[config.mk]
export PLATFORM = sky130hd
export DESIGN_NAME = scig_top
export DESIGN_NICKNAME = d
export VERILOG_FILES = /design/src/scig_pkg.sv /design/src/scig_gate_if.sv /design/src/scig_top.sv /design/src/scig_clock_gate.sv
export VERILOG_INCLUDE_DIRS = /design/src /design/src/src
export SDC_FILE = /design/constraint.sdc
export NUM_CORES = 1
export LEC_CHECK = 0
export BUFFER_PORTS_ARGS = -buffer_cell sky130_fd_sc_hd__buf_2
export CAP_MARGIN = 20
export CORE_UTILIZATION = 55
export DETAILED_ROUTE_END_ITERATION = 12
export GPL_ROUTABILITY_DRIVEN = 0
export HOLD_SLACK_MARGIN = 0.05
export PLACE_DENSITY = 0.81
export SLEW_MARGIN = 10
export SYNTH_ARGS = -nofsm -noshare
export SYNTH_HDL_FRONTEND = slang
export SYNTH_SLANG_ARGS = --single-unit
export TNS_END_PERCENT = 50
[constraint.sdc]
create_clock -name i_clock -period 1.47 [get_ports i_clock]
set_input_delay 0.2205 -clock i_clock [delete_from_list [all_inputs] [get_ports i_clock]]
set_output_delay 0.2205 -clock i_clock [all_outputs]
set_load 0.02 [all_outputs]
[src/scig_defs.svh]
// Register offsets, field positions, reset values and counts for the system-control block
`ifndef SCIG_DEFS_SVH
`define SCIG_DEFS_SVH

// Register word offsets (byte addresses)
`define SCIG_OFF_RAW_STATUS   8'h00
`define SCIG_OFF_MASK_STATUS  8'h04
`define SCIG_OFF_IRQ_ENABLE   8'h08
`define SCIG_OFF_IRQ_ENA_SET  8'h0c
`define SCIG_OFF_IRQ_ENA_CLR  8'h10
`define SCIG_OFF_IRQ_CLEAR    8'h14
`define SCIG_OFF_FAST_BUS     8'h18
`define SCIG_OFF_REGULATOR    8'h1c
`define SCIG_OFF_GATING       8'h20
`define SCIG_OFF_RUN_EN       8'h24
`define SCIG_OFF_SLEEP_EN     8'h28
`define SCIG_OFF_DSLEEP_EN    8'h2c
`define SCIG_OFF_STATUS_VIEW  8'h30

// Interrupt source bit positions
`define SCIG_BIT_MAIN_OSC     0
`define SCIG_BIT_FREQ_SYNTH   1
`define SCIG_BIT_BROWNOUT     2
`define SCIG_IRQ_W            3

// Ports with a selectable fast path: A B C E F H (bit index = port letter)
`define SCIG_FAST_CAPABLE     8'hb7

// Regulator setting: 0 = 2.25 V, steps of 0.05 V up to 10 = 2.75 V; default 2.50 V
`define SCIG_REG_W            4
`define SCIG_REG_DEFAULT      4'h5
`define SCIG_REG_MAX          4'ha

`endif

[src/scig_pkg.sv]
// Types shared by the system-control block
package scig_pkg;
  typedef enum logic [1:0] {
    SCIG_MODE_RUN,
    SCIG_MODE_SLEEP,
    SCIG_MODE_DSLEEP
  } scig_power_mode_t;

  typedef enum logic [1:0] {
    SCIG_BUS_IDLE,
    SCIG_BUS_WRITE,
    SCIG_BUS_READ
  } scig_bus_op_t;
endpackage

[src/scig_gate_if.sv]
// Interface carrying clock-gating configuration from the register bank to the gating module
`timescale 1ns/1ps
`default_nettype none
interface scig_gate_if #(
  parameter int NUM_PERIPH = 32
);
  import scig_pkg::*;
  logic                  gating_enable;
  scig_power_mode_t      mode;
  logic [NUM_PERIPH-1:0] run_en;
  logic [NUM_PERIPH-1:0] sleep_en;
  logic [NUM_PERIPH-1:0] dsleep_en;
  logic [NUM_PERIPH-1:0] clk_en;

  modport bank (output gating_enable, output mode, output run_en, output sleep_en, output dsleep_en,
                input clk_en);
  modport gate (input gating_enable, input mode, input run_en, input sleep_en, input dsleep_en,
                output clk_en);
endinterface
`default_nettype wire

[src/scig_top.sv]
// System-control register bank: interrupt sources, fast-bus port select, regulator, clock gating
//
// Function
// - A port whose fast-bus path is off is served only through the peripheral bus aperture.
// - A port whose fast-bus path is on is served only at its separate fast-bus base.
// - Three interrupt sources exist as separate bits: oscillator power-up, synthesiser lock, brown-out.
// - A clear with a mask deasserts each selected pending source and leaves the others; a new event in the same cycle keeps its bit set.
// - An enable mask sets the selected enable bits and keeps the others.
// - A disable mask clears the selected enable bits and keeps the others.
// - Only enabled pending sources drive the interrupt line.
// - Status reads give raw pending or pending ANDed with enables, as the requester chooses.
// - The regulator setting is read and written, defaults to 2.5 V and spans +/-10% in 0.05 V steps.
// - With gating off, the reset default, peripherals run in sleep modes as in run mode.
// - With gating on, sleep and deep-sleep clocks follow separate per-peripheral enables.
// - Clearing a deep-sleep enable stops that clock in deep-sleep when gating is on.
// - A run-enabled peripheral stopped in deep-sleep resumes on wake with its state kept.
// - Deep-sleep settings are kept while gating is off but then have no effect.
//
// The strobed register port and the address map were chosen for this implementation.
`timescale 1ns/1ps
`default_nettype none
`include "scig_defs.svh"
module scig_top
  import scig_pkg::*;
#(
  parameter int NUM_PERIPH = 32,
  parameter int NUM_PORTS  = 8
) (
  input  wire logic                  i_clock,
  input  wire logic                  i_nrst,
  // Register port
  input  wire logic [7:0]            i_addr,
  input  wire logic [31:0]           i_wdata,
  input  wire logic                  i_wr,
  input  wire logic                  i_rd,
  output logic [31:0]                o_rdata,
  // Interrupt events, one-cycle pulses or levels
  input  wire logic                  i_main_osc_powerup_irq,
  input  wire logic                  i_freq_synth_lock_irq,
  input  wire logic                  i_brownout_irq,
  output logic                       o_irq,
  // Processor power mode
  input  wire logic                  i_sleep,
  input  wire logic                  i_deep_sleep,
  // GPIO port access requests from each bus, decoded per port
  input  wire logic [NUM_PORTS-1:0]  i_port_apb_sel,
  input  wire logic [NUM_PORTS-1:0]  i_port_ahb_sel,
  output logic [NUM_PORTS-1:0]       o_port_apb_grant,
  output logic [NUM_PORTS-1:0]       o_port_ahb_grant,
  output logic [NUM_PORTS-1:0]       o_port_fast_path,
  // Regulator and peripheral clocks
  output logic [`SCIG_REG_W-1:0]     o_regulator_setting,
  output logic [NUM_PERIPH-1:0]      o_periph_clk_en
);
  localparam logic [NUM_PORTS-1:0] FAST_CAPABLE = NUM_PORTS'(`SCIG_FAST_CAPABLE);

  logic [`SCIG_IRQ_W-1:0] pending_q;
  logic [`SCIG_IRQ_W-1:0] enable_q;
  logic [NUM_PORTS-1:0]   fast_q;
  logic [`SCIG_REG_W-1:0] regulator_q;
  logic                   gating_q;
  logic                   view_q;
  logic [NUM_PERIPH-1:0]  run_en_q;
  logic [NUM_PERIPH-1:0]  sleep_en_q;
  logic [NUM_PERIPH-1:0]  dsleep_en_q;
  logic [31:0]            rdata_q;
  logic [`SCIG_IRQ_W-1:0] events;
  logic [`SCIG_IRQ_W-1:0] masked;
  logic [`SCIG_IRQ_W-1:0] pending_d;
  logic [`SCIG_IRQ_W-1:0] enable_d;
  logic [NUM_PORTS-1:0]   fast_d;
  logic [31:0]            rdata_d;
  scig_bus_op_t           bus_op;
  scig_power_mode_t       power_mode;
  logic                   wr_clear;
  logic                   wr_enable;
  logic                   wr_ena_set;
  logic                   wr_ena_clr;
  logic                   wr_fast;
  logic                   wr_regulator;
  logic                   wr_gating;
  logic                   wr_view;
  logic                   wr_run_en;
  logic                   wr_sleep_en;
  logic                   wr_dsleep_en;
  logic                   fast_ok;
  logic                   reg_ok;

  scig_gate_if #(.NUM_PERIPH(NUM_PERIPH)) gate_bus ();

  // Write strobe decode for one register offset
  function automatic logic wr_hit(input scig_bus_op_t op, input logic [7:0] addr, input logic [7:0] off);
    return (op == SCIG_BUS_WRITE) && (addr == off);
  endfunction

  // Place a narrow field in the low bits of a read word
  function automatic logic [31:0] zext_irq(input logic [`SCIG_IRQ_W-1:0] v);
    return {{(32 - `SCIG_IRQ_W){1'b0}}, v};
  endfunction

  // Check that a write names exactly one port that has a fast path
  function automatic logic one_fast_port(input logic [NUM_PORTS-1:0] m);
    return ($countones(m) == 1) && ((m & ~FAST_CAPABLE) == '0);
  endfunction

  assign events = {i_brownout_irq, i_freq_synth_lock_irq, i_main_osc_powerup_irq};
  assign masked = pending_q & enable_q;

  // Bus operation of this cycle; write wins should both strobes ever meet
  always_comb begin
    if (i_wr) begin
      bus_op = SCIG_BUS_WRITE;
    end else if (i_rd) begin
      bus_op = SCIG_BUS_READ;
    end else begin
      bus_op = SCIG_BUS_IDLE;
    end
  end

  // Write strobes, one per register offset
  assign wr_clear     = wr_hit(bus_op, i_addr, `SCIG_OFF_IRQ_CLEAR);
  assign wr_enable    = wr_hit(bus_op, i_addr, `SCIG_OFF_IRQ_ENABLE);
  assign wr_ena_set   = wr_hit(bus_op, i_addr, `SCIG_OFF_IRQ_ENA_SET);
  assign wr_ena_clr   = wr_hit(bus_op, i_addr, `SCIG_OFF_IRQ_ENA_CLR);
  assign wr_fast      = wr_hit(bus_op, i_addr, `SCIG_OFF_FAST_BUS);
  assign wr_regulator = wr_hit(bus_op, i_addr, `SCIG_OFF_REGULATOR);
  assign wr_gating    = wr_hit(bus_op, i_addr, `SCIG_OFF_GATING);
  assign wr_view      = wr_hit(bus_op, i_addr, `SCIG_OFF_STATUS_VIEW);
  assign wr_run_en    = wr_hit(bus_op, i_addr, `SCIG_OFF_RUN_EN);
  assign wr_sleep_en  = wr_hit(bus_op, i_addr, `SCIG_OFF_SLEEP_EN);
  assign wr_dsleep_en = wr_hit(bus_op, i_addr, `SCIG_OFF_DSLEEP_EN);

  // Writes whose argument is legal; any other leaves the state alone
  assign fast_ok = wr_fast && one_fast_port(i_wdata[NUM_PORTS-1:0]);
  assign reg_ok  = wr_regulator && (i_wdata[31:`SCIG_REG_W] == '0)
                   && (i_wdata[`SCIG_REG_W-1:0] <= `SCIG_REG_MAX);

  // Pending next state: events set, a clear mask drops selected bits; set wins over clear
  always_comb begin
    pending_d = pending_q | events;
    if (wr_clear) begin
      pending_d = (pending_q & ~i_wdata[`SCIG_IRQ_W-1:0]) | events;
    end
  end

  // Pending interrupt bits
  always_ff @(posedge i_clock or negedge i_nrst) begin
    if (!i_nrst) begin
      pending_q <= '0;
    end else begin
      pending_q <= pending_d;
    end
  end

  // Enable next state: direct write, set mask or clear mask
  always_comb begin
    enable_d = enable_q;
    if (wr_enable) begin
      enable_d = i_wdata[`SCIG_IRQ_W-1:0];
    end else if (wr_ena_set) begin
      enable_d = enable_q | i_wdata[`SCIG_IRQ_W-1:0];
    end else if (wr_ena_clr) begin
      enable_d = enable_q & ~i_wdata[`SCIG_IRQ_W-1:0];
    end
  end

  // Interrupt enables
  always_ff @(posedge i_clock or negedge i_nrst) begin
    if (!i_nrst) begin
      enable_q <= '0;
    end else begin
      enable_q <= enable_d;
    end
  end

  // Interrupt line from enabled pending sources only
  assign o_irq = |masked;

  // Fast-bus path next state: bit 31 set enables, clear disables, one capable port per write
  always_comb begin
    fast_d = fast_q;
    if (fast_ok) begin
      if (i_wdata[31]) begin
        fast_d = fast_q | i_wdata[NUM_PORTS-1:0];
      end else begin
        fast_d = fast_q & ~i_wdata[NUM_PORTS-1:0];
      end
    end
  end

  // Fast-bus path state
  always_ff @(posedge i_clock or negedge i_nrst) begin
    if (!i_nrst) begin
      fast_q <= '0;
    end else begin
      fast_q <= fast_d;
    end
  end

  // Port access grant: each port answers on exactly one bus aperture
  assign o_port_apb_grant = i_port_apb_sel & ~fast_q;
  assign o_port_ahb_grant = i_port_ahb_sel & fast_q;
  assign o_port_fast_path = fast_q;

  // Regulator setting; out-of-range codes are ignored
  always_ff @(posedge i_clock or negedge i_nrst) begin
    if (!i_nrst) begin
      regulator_q <= `SCIG_REG_DEFAULT;
    end else if (reg_ok) begin
      regulator_q <= i_wdata[`SCIG_REG_W-1:0];
    end
  end
  assign o_regulator_setting = regulator_q;

  // Clock gating enable, off after reset
  always_ff @(posedge i_clock or negedge i_nrst) begin
    if (!i_nrst) begin
      gating_q <= 1'b0;
    end else if (wr_gating) begin
      gating_q <= i_wdata[0];
    end
  end

  // Status view select: 0 raw, 1 masked
  always_ff @(posedge i_clock or negedge i_nrst) begin
    if (!i_nrst) begin
      view_q <= 1'b0;
    end else if (wr_view) begin
      view_q <= i_wdata[0];
    end
  end

  // Per-peripheral run enables
  always_ff @(posedge i_clock or negedge i_nrst) begin
    if (!i_nrst) begin
      run_en_q <= '0;
    end else if (wr_run_en) begin
      run_en_q <= i_wdata[NUM_PERIPH-1:0];
    end
  end

  // Per-peripheral sleep enables, kept whether or not gating is on
  always_ff @(posedge i_clock or negedge i_nrst) begin
    if (!i_nrst) begin
      sleep_en_q <= '0;
    end else if (wr_sleep_en) begin
      sleep_en_q <= i_wdata[NUM_PERIPH-1:0];
    end
  end

  // Per-peripheral deep-sleep enables, kept whether or not gating is on
  always_ff @(posedge i_clock or negedge i_nrst) begin
    if (!i_nrst) begin
      dsleep_en_q <= '0;
    end else if (wr_dsleep_en) begin
      dsleep_en_q <= i_wdata[NUM_PERIPH-1:0];
    end
  end

  // Power mode seen by the gating logic; deep-sleep wins over sleep
  always_comb begin
    if (i_deep_sleep) begin
      power_mode = SCIG_MODE_DSLEEP;
    end else if (i_sleep) begin
      power_mode = SCIG_MODE_SLEEP;
    end else begin
      power_mode = SCIG_MODE_RUN;
    end
  end

  // Gating configuration to the clock-enable module
  assign gate_bus.gating_enable = gating_q;
  assign gate_bus.mode          = power_mode;
  assign gate_bus.run_en        = run_en_q;
  assign gate_bus.sleep_en      = sleep_en_q;
  assign gate_bus.dsleep_en     = dsleep_en_q;

  scig_clock_gate #(.NUM_PERIPH(NUM_PERIPH)) u_gate (
    .i_clock (i_clock),
    .i_nrst  (i_nrst),
    .gate    (gate_bus)
  );
  assign o_periph_clk_en = gate_bus.clk_en;

  // Read word for the addressed register; zero for unmapped offsets and when no read
  always_comb begin
    rdata_d = '0;
    if (bus_op == SCIG_BUS_READ) begin
      case (i_addr)
        `SCIG_OFF_RAW_STATUS:  rdata_d = zext_irq(view_q ? masked : pending_q);
        `SCIG_OFF_MASK_STATUS: rdata_d = zext_irq(masked);
        `SCIG_OFF_IRQ_ENABLE:  rdata_d = zext_irq(enable_q);
        `SCIG_OFF_FAST_BUS:    rdata_d = 32'(fast_q);
        `SCIG_OFF_REGULATOR:   rdata_d = 32'(regulator_q);
        `SCIG_OFF_GATING:      rdata_d = {31'h0, gating_q};
        `SCIG_OFF_RUN_EN:      rdata_d = 32'(run_en_q);
        `SCIG_OFF_SLEEP_EN:    rdata_d = 32'(sleep_en_q);
        `SCIG_OFF_DSLEEP_EN:   rdata_d = 32'(dsleep_en_q);
        `SCIG_OFF_STATUS_VIEW: rdata_d = {31'h0, view_q};
        default:               rdata_d = '0;
      endcase
    end
  end

  // Read data, valid only in the cycle after the read strobe
  always_ff @(posedge i_clock or negedge i_nrst) begin
    if (!i_nrst) begin
      rdata_q <= '0;
    end else begin
      rdata_q <= rdata_d;
    end
  end
  assign o_rdata = rdata_q;
endmodule
`default_nettype wire

[src/scig_clock_gate.sv]
// Peripheral clock-enable selection for run, sleep and deep-sleep
`timescale 1ns/1ps
`default_nettype none
module scig_clock_gate
  import scig_pkg::*;
#(
  parameter int NUM_PERIPH = 32
) (
  input  wire logic i_clock,
  input  wire logic i_nrst,
  scig_gate_if.gate gate
);
  logic [NUM_PERIPH-1:0] clk_en_q;

  // Registered per-peripheral clock enable; state of a stopped peripheral is kept by its own flops
  always_ff @(posedge i_clock or negedge i_nrst) begin
    if (!i_nrst) begin
      clk_en_q <= '0;
    end else begin
      case (gate.mode)
        SCIG_MODE_RUN: begin
          clk_en_q <= gate.run_en;
        end
        SCIG_MODE_SLEEP: begin
          clk_en_q <= gate.gating_enable ? (gate.run_en & gate.sleep_en) : gate.run_en;
        end
        SCIG_MODE_DSLEEP: begin
          clk_en_q <= gate.gating_enable ? (gate.run_en & gate.dsleep_en) : gate.run_en;
        end
        default: begin
          clk_en_q <= gate.run_en;
        end
      endcase
    end
  end

  assign gate.clk_en = clk_en_q;
endmodule
`default_nettype wire

Word-level counts from Yosys, hierarchy flattened

Cells that the tools add are included.
W data, S select, Z words.

ROM bits: 0
Bits in latches: 0
Bits in registers: 180
Input port bits: 65
RAM bits: 0
Output and inout port bits: 93
Memories: 0
Logic and storage cells: 86

Shift operators: 0
$mul: 0
Eq/ne operators: 17
Add/subtract/negate cells: 7
Bitwise gates (word level): 15
Magnitude comparators: 1
Divide/modulo/power cells: 0
Mux-type cells: 15
Reduce and logical (&&, ||, !) cells: 20

Operators with widths:

| operator             | number |
|---|---|
| $pmux W32 S10        | 1 |
| $mux W32             | 3 |
| $and A32 B32 Y32     | 2 |
| $pmux W32 S2         | 1 |
| $eq A8 B6 Y1 const B | 5 |
| $eq A8 B5 Y1 const B | 4 |
| $logic_not A28 Y1    | 1 |
| $and A8 B8 Y8        | 3 |
| $eq A8 B4 Y1 const B | 2 |
| $logic_not A8 Y1     | 2 |
| $not A8 Y8           | 2 |
| $logic_and A1 B1 Y1  | 15 |
| $mux W3              | 5 |
| $and A3 B3 Y3        | 3 |
| $or A3 B3 Y3         | 3 |
| $add A1 B1 Y2        | 4 |
| $eq A8 B3 Y1 const B | 1 |
| $mux W8              | 1 |
| $or A8 B8 Y8         | 1 |
| $add A2 B2 Y3        | 2 |
| $mux W2              | 3 |
| $add A3 B3 Y4        | 1 |
| $eq A2 B1 Y1 const B | 2 |
| $eq A2 B2 Y1 const B | 2 |
| 6 further kinds      | 6 |

Longest topological paths before layout

Depth after elaboration: 7
Mapped depth: 12

Cells and area by module

From an unflattened synthesis, not the netlist that was laid out.

Cell total of the unflattened synthesis: 730
Area, all modules: 8246.7 um2

Modules (own cells, without submodules):

| module          | sequential area each (um2) | area an instance (um2) | instances | cells each |
|---|---|---|---|---|
| scig_top        | 3706.1                     | 6711.4                 | 1         | 582 |
| scig_clock_gate | 800.8                      | 1535.2                 | 1         | 148 |

Worst setup path before layout

OpenSTA, ideal clock, no wires.

Kind: input -> register
From: input port i_wdata[0]
To: register (tool-made name)
Data required time: 1.342 ns
Path slack: -1.858 ns
Cell stages on the path: 12
Arrival: 3.200 ns
Setup time: 0.128 ns
Buffers on the path: 0
Cell sequence: inv_1 fa_1 fa_1 fa_1 inv_1 ha_1 inv_1 fa_1 nand4b_1 nor4_4 nand3_1 mux2_1

RTL lines:

| element     | RTL line       | RTL |
|---|---|---|
| from (decl) | scig_top.sv:33 | `input wire logic [31:0] i_wdata,` |

==> impl_metrics.yaml <==
setup_path:
  worstReg2RegStart: "pending_q[1]"
  crit_family: "adder cells"
  r2r_cells: 5
  timing.rr.end: "o_rdata[1]"
  crit_fanout: 6
  worst_ep_required_time_ns: 1.79
  critPathKind: "in -> reg"
  critPathBufInv: 5
  path_depth: 14
  end_kind: "flop"
  slowest_stage: "fa_1"
  r2r_slack_ns: -0.07
  arrival_ns: 3.50
  cp_slowest_stage_delay_ns: 0.54
  crit_path_start: "i_wdata[1]"
  cp_common_cell: "fa_1"
  crit_chain: "buf_8 > inv_4 > fa_1 > fa_1 > fa_1 > inv_1 > ha_2 > inv_2 > fa_1 > nand4b_1 > nor4_4 > buf_6 > nand3_1 > mux2_4"
  start_kind: "input port"
logic_synthesis:
  synthArstFlopShare_pct: 100
  synth_ff_type: "dfrtp_1"
  ys_ff_latch: 180
  avgSynthCellArea_um2: 12.2
  synth.distinct_cells: 58
  yosys_warnings: 0
  synth-seq-area-share_pct: 55.9
  syn_nets: 735
  netlist_area_um2: 8060
  syn_inst: 662
  synth_edf_count: 0
cells_and_area:
  fin_util_pct: 76.8
  nets: 970
  fin_cells: 1090
  syn_to_final_growth_pct: 34.3
  diodes: 0
  drive_gt1_share_pct: 50.7
sta:
  min_period_ns: 3.18
  slew_headroom_pct: 68.8
  worst_pin_slew_ns: 0.468
  period_share_pct: 216
  finalSetupViolCount: 12
  setup_ws_ns: -1.71
  final_hold_viol_count: 0
  drv_slew: 0
  fmax_mhz: 314
  tns_ns: -10.51
  finalClockSkew_ns: 0.00623
  grt_setup_unrepaired: "true"
floorplan:
  core_um2: 14100
  die_h_um: 123
  die_w_um: 123
  dieArea_um2: 15100
  io_pins: 158
  fp-row-count: 43
  start_util_pct: 57.2
drt:
  vias: 6851
  drtIter0Drc: 754
  routed_wl_mm: 24.1
  ant_nets: 0
  drt-pass1-iter-count: 8
  wl_per_cell_um: 22.1
  drc_errors: 0
  viasPerCell: 6.29
clock_tree:
  clkTransAtPathRegs_ns: 0.07
  root_buffer: "clkbuf_16"
  cts_max_path_buffers: 2
  cts.sinks: 180
  cts_made_buffers: 17
  htree_levels: 4
  worstSkewPairLatency_ns: 0.43
  cts_tree: "done"
power_and_ir_drop:
  p_clk_share_pct: 40.3
  p_int_mw: 8.14
  combPwrFrac_pct: 11.6
  p_seq_share_pct: 48.0
  power_leakage_nw: 5.41
  switching_power_mw: 2.79
  total_power_mw: 10.9
  sw_frac_of_total_pct: 25.5
  power_density_nw_per_um2: 1010
  vdd_drop_max_v: 0.00135
status:
  outcome: "finished with violations"
  failed_checks: "setup timing"
placed_design:
  portBuffers: 157
  placedCellCount: 1045
  pre_cts_ws_ns: -2.24
  dpl.hpwl_mm: 15.1
min_path:
  hold_class: "in -> reg"
global_route:
  grt_pass1_vias: 6663
  grt_pass1_wl_mm: 35.2
  grt-ovfl-total: 0
  grt_max_degree: 46
  grt_util_all_layers_pct: 31.4
  grt_antenna_before_repair: 0
run:
  max-cap-violations: 0
==> power by group through the flow <==
stage | logic [mW] | registers, mW | clock network [mW]
detailed placement | 1.14 | 5.33 | 0
global placement | 1.09 | 5.32 | 0
global route | 1.37 | 5.26 | 4.66
finish | 1.27 | 5.25 | 4.41
floorplan | 0.522 | 5.36 | 0
CTS | 1.19 | 5.24 | 4.45
==> kinds of logic (layout without fill, tap and decap cells) <==
logic type      count (synthesis)  after routing  synth area share [%]
flops                         180            180                  55.9
simple gates                  168            168                  11.1
compound gates                124            124                  12.0
mux                           119            119                  16.1
buf+inv                        63            311                  3.23
fa+ha+maj                       8              8                  1.61
==> metrics by stage <==
stage / cell area (um^2) / hold slack [ns]
after CTS: 10600 / 0.0612
after global placement: 9830 / 0.148
after floorplan: 8270 / -0.0751
after global routing: 10800 / 0.0726
after detailed placement: 9830 / 0.158
final: 10800 / 0.0748
==> placed cells by master (no fill, tap or decap), types with 24 or more instances in the layout <==
cell type    n
dfrtp_1    174
buf_2      144
buf_4       86
mux2_2      78
nor2_1      53
o221a_2     32
nand2_1     31
mux2i_1     31
a21oi_1     26
o21ai_0     24
==> cell usage after synthesis (3+ instances only) <==
cell type,n,area [um^2]
a21o_1,3,22.5
a21oi_1,27,135
a22oi_1,7,52.6
a311oi_1,3,26.3
and2_1,9,56.3
and3_1,4,25.0
buf_1,6,22.5
buf_2,7,35.0
clkbuf_1,29,109
dfrtp_1,178,4450
fa_1,4,80.1
ha_1,4,50.1
inv_1,18,67.6
mux2_1,6,67.6
mux2_2,82,923
mux2i_1,31,310
nand2_1,31,116
nand2b_1,3,18.8
nand3_1,12,60.1
nand4_1,4,25.0
nor2_1,53,199
nor2b_1,11,68.8
nor3_1,10,50.1
nor3b_1,5,37.5
nor4_1,8,50.1
o21ai_0,27,135
o21bai_1,3,22.5
o221a_2,32,360
o2bb2ai_1,4,35.0
or3_1,3,18.8
==> worst min-delay path by stage <==
stage	start	to	cells past startpoint
2_1_floorplan	i_nrst	async pin	0
3_3_place_gp	i_nrst	o_rdata[0]	1
3_5_place_dp	i_nrst	o_rdata[0]	1
4_1_cts	i_wdata[20]	dsleep_en_q[20]	2
5_1_grt	i_wdata[26]	dsleep_en_q[26]	2
6_report	i_wdata[20]	dsleep_en_q[20]	2
==> per-layer routing <==
| layer | wire (um) | vias to the layer above | GRT usage [%] |
|---|---|---|---|
| li1 | - | 2878 | - |
| met1 | 9200 | 3483 | 38.4 |
| met2 | 12000 | 393 | 53.4 |
| met3 | 1950 | 97 | 7.29 |
| met4 | 989 | 0 | 13.7 |
| met5 | 0 | - | 0 |
==> flip-flops by register name (all words and copies together) (netlist names), named ones only <==
register / flops
dsleep_en_q: 32
gate_bus.run_en: 32
gate_bus.sleep_en: 32
o_rdata: 32
u_gate.gate.clk_en: 32
o_regulator_setting: 4
pending_q: 3
gate_bus.gating_enable: 1
view_q: 1
==> layout make-up <==
cell class,instances,area (um^2)
Clock buffer,20,457
Clock inverter,12,119
Fill cell,829,3270
Inverter,18,82.6
Multi-Input combinational cell,419,3630
Sequential cell,180,4510
Tap cell,180,225
Timing Repair Buffer,261,1800
==> timing repair <==
| action | CTS | global route |
|---|---|---|
| setup endpoints to repair | 19 | 44 |
| buffers inserted | 4 | 5 |
| gates resized for setup | 27 | 49 |
| hold buffers | 4 | 1 |
| hold endpoints to repair | 98 | 3 |
| pin swaps | 10 | 13 |
No activity file was read; power rests on OpenSTA's default activity.
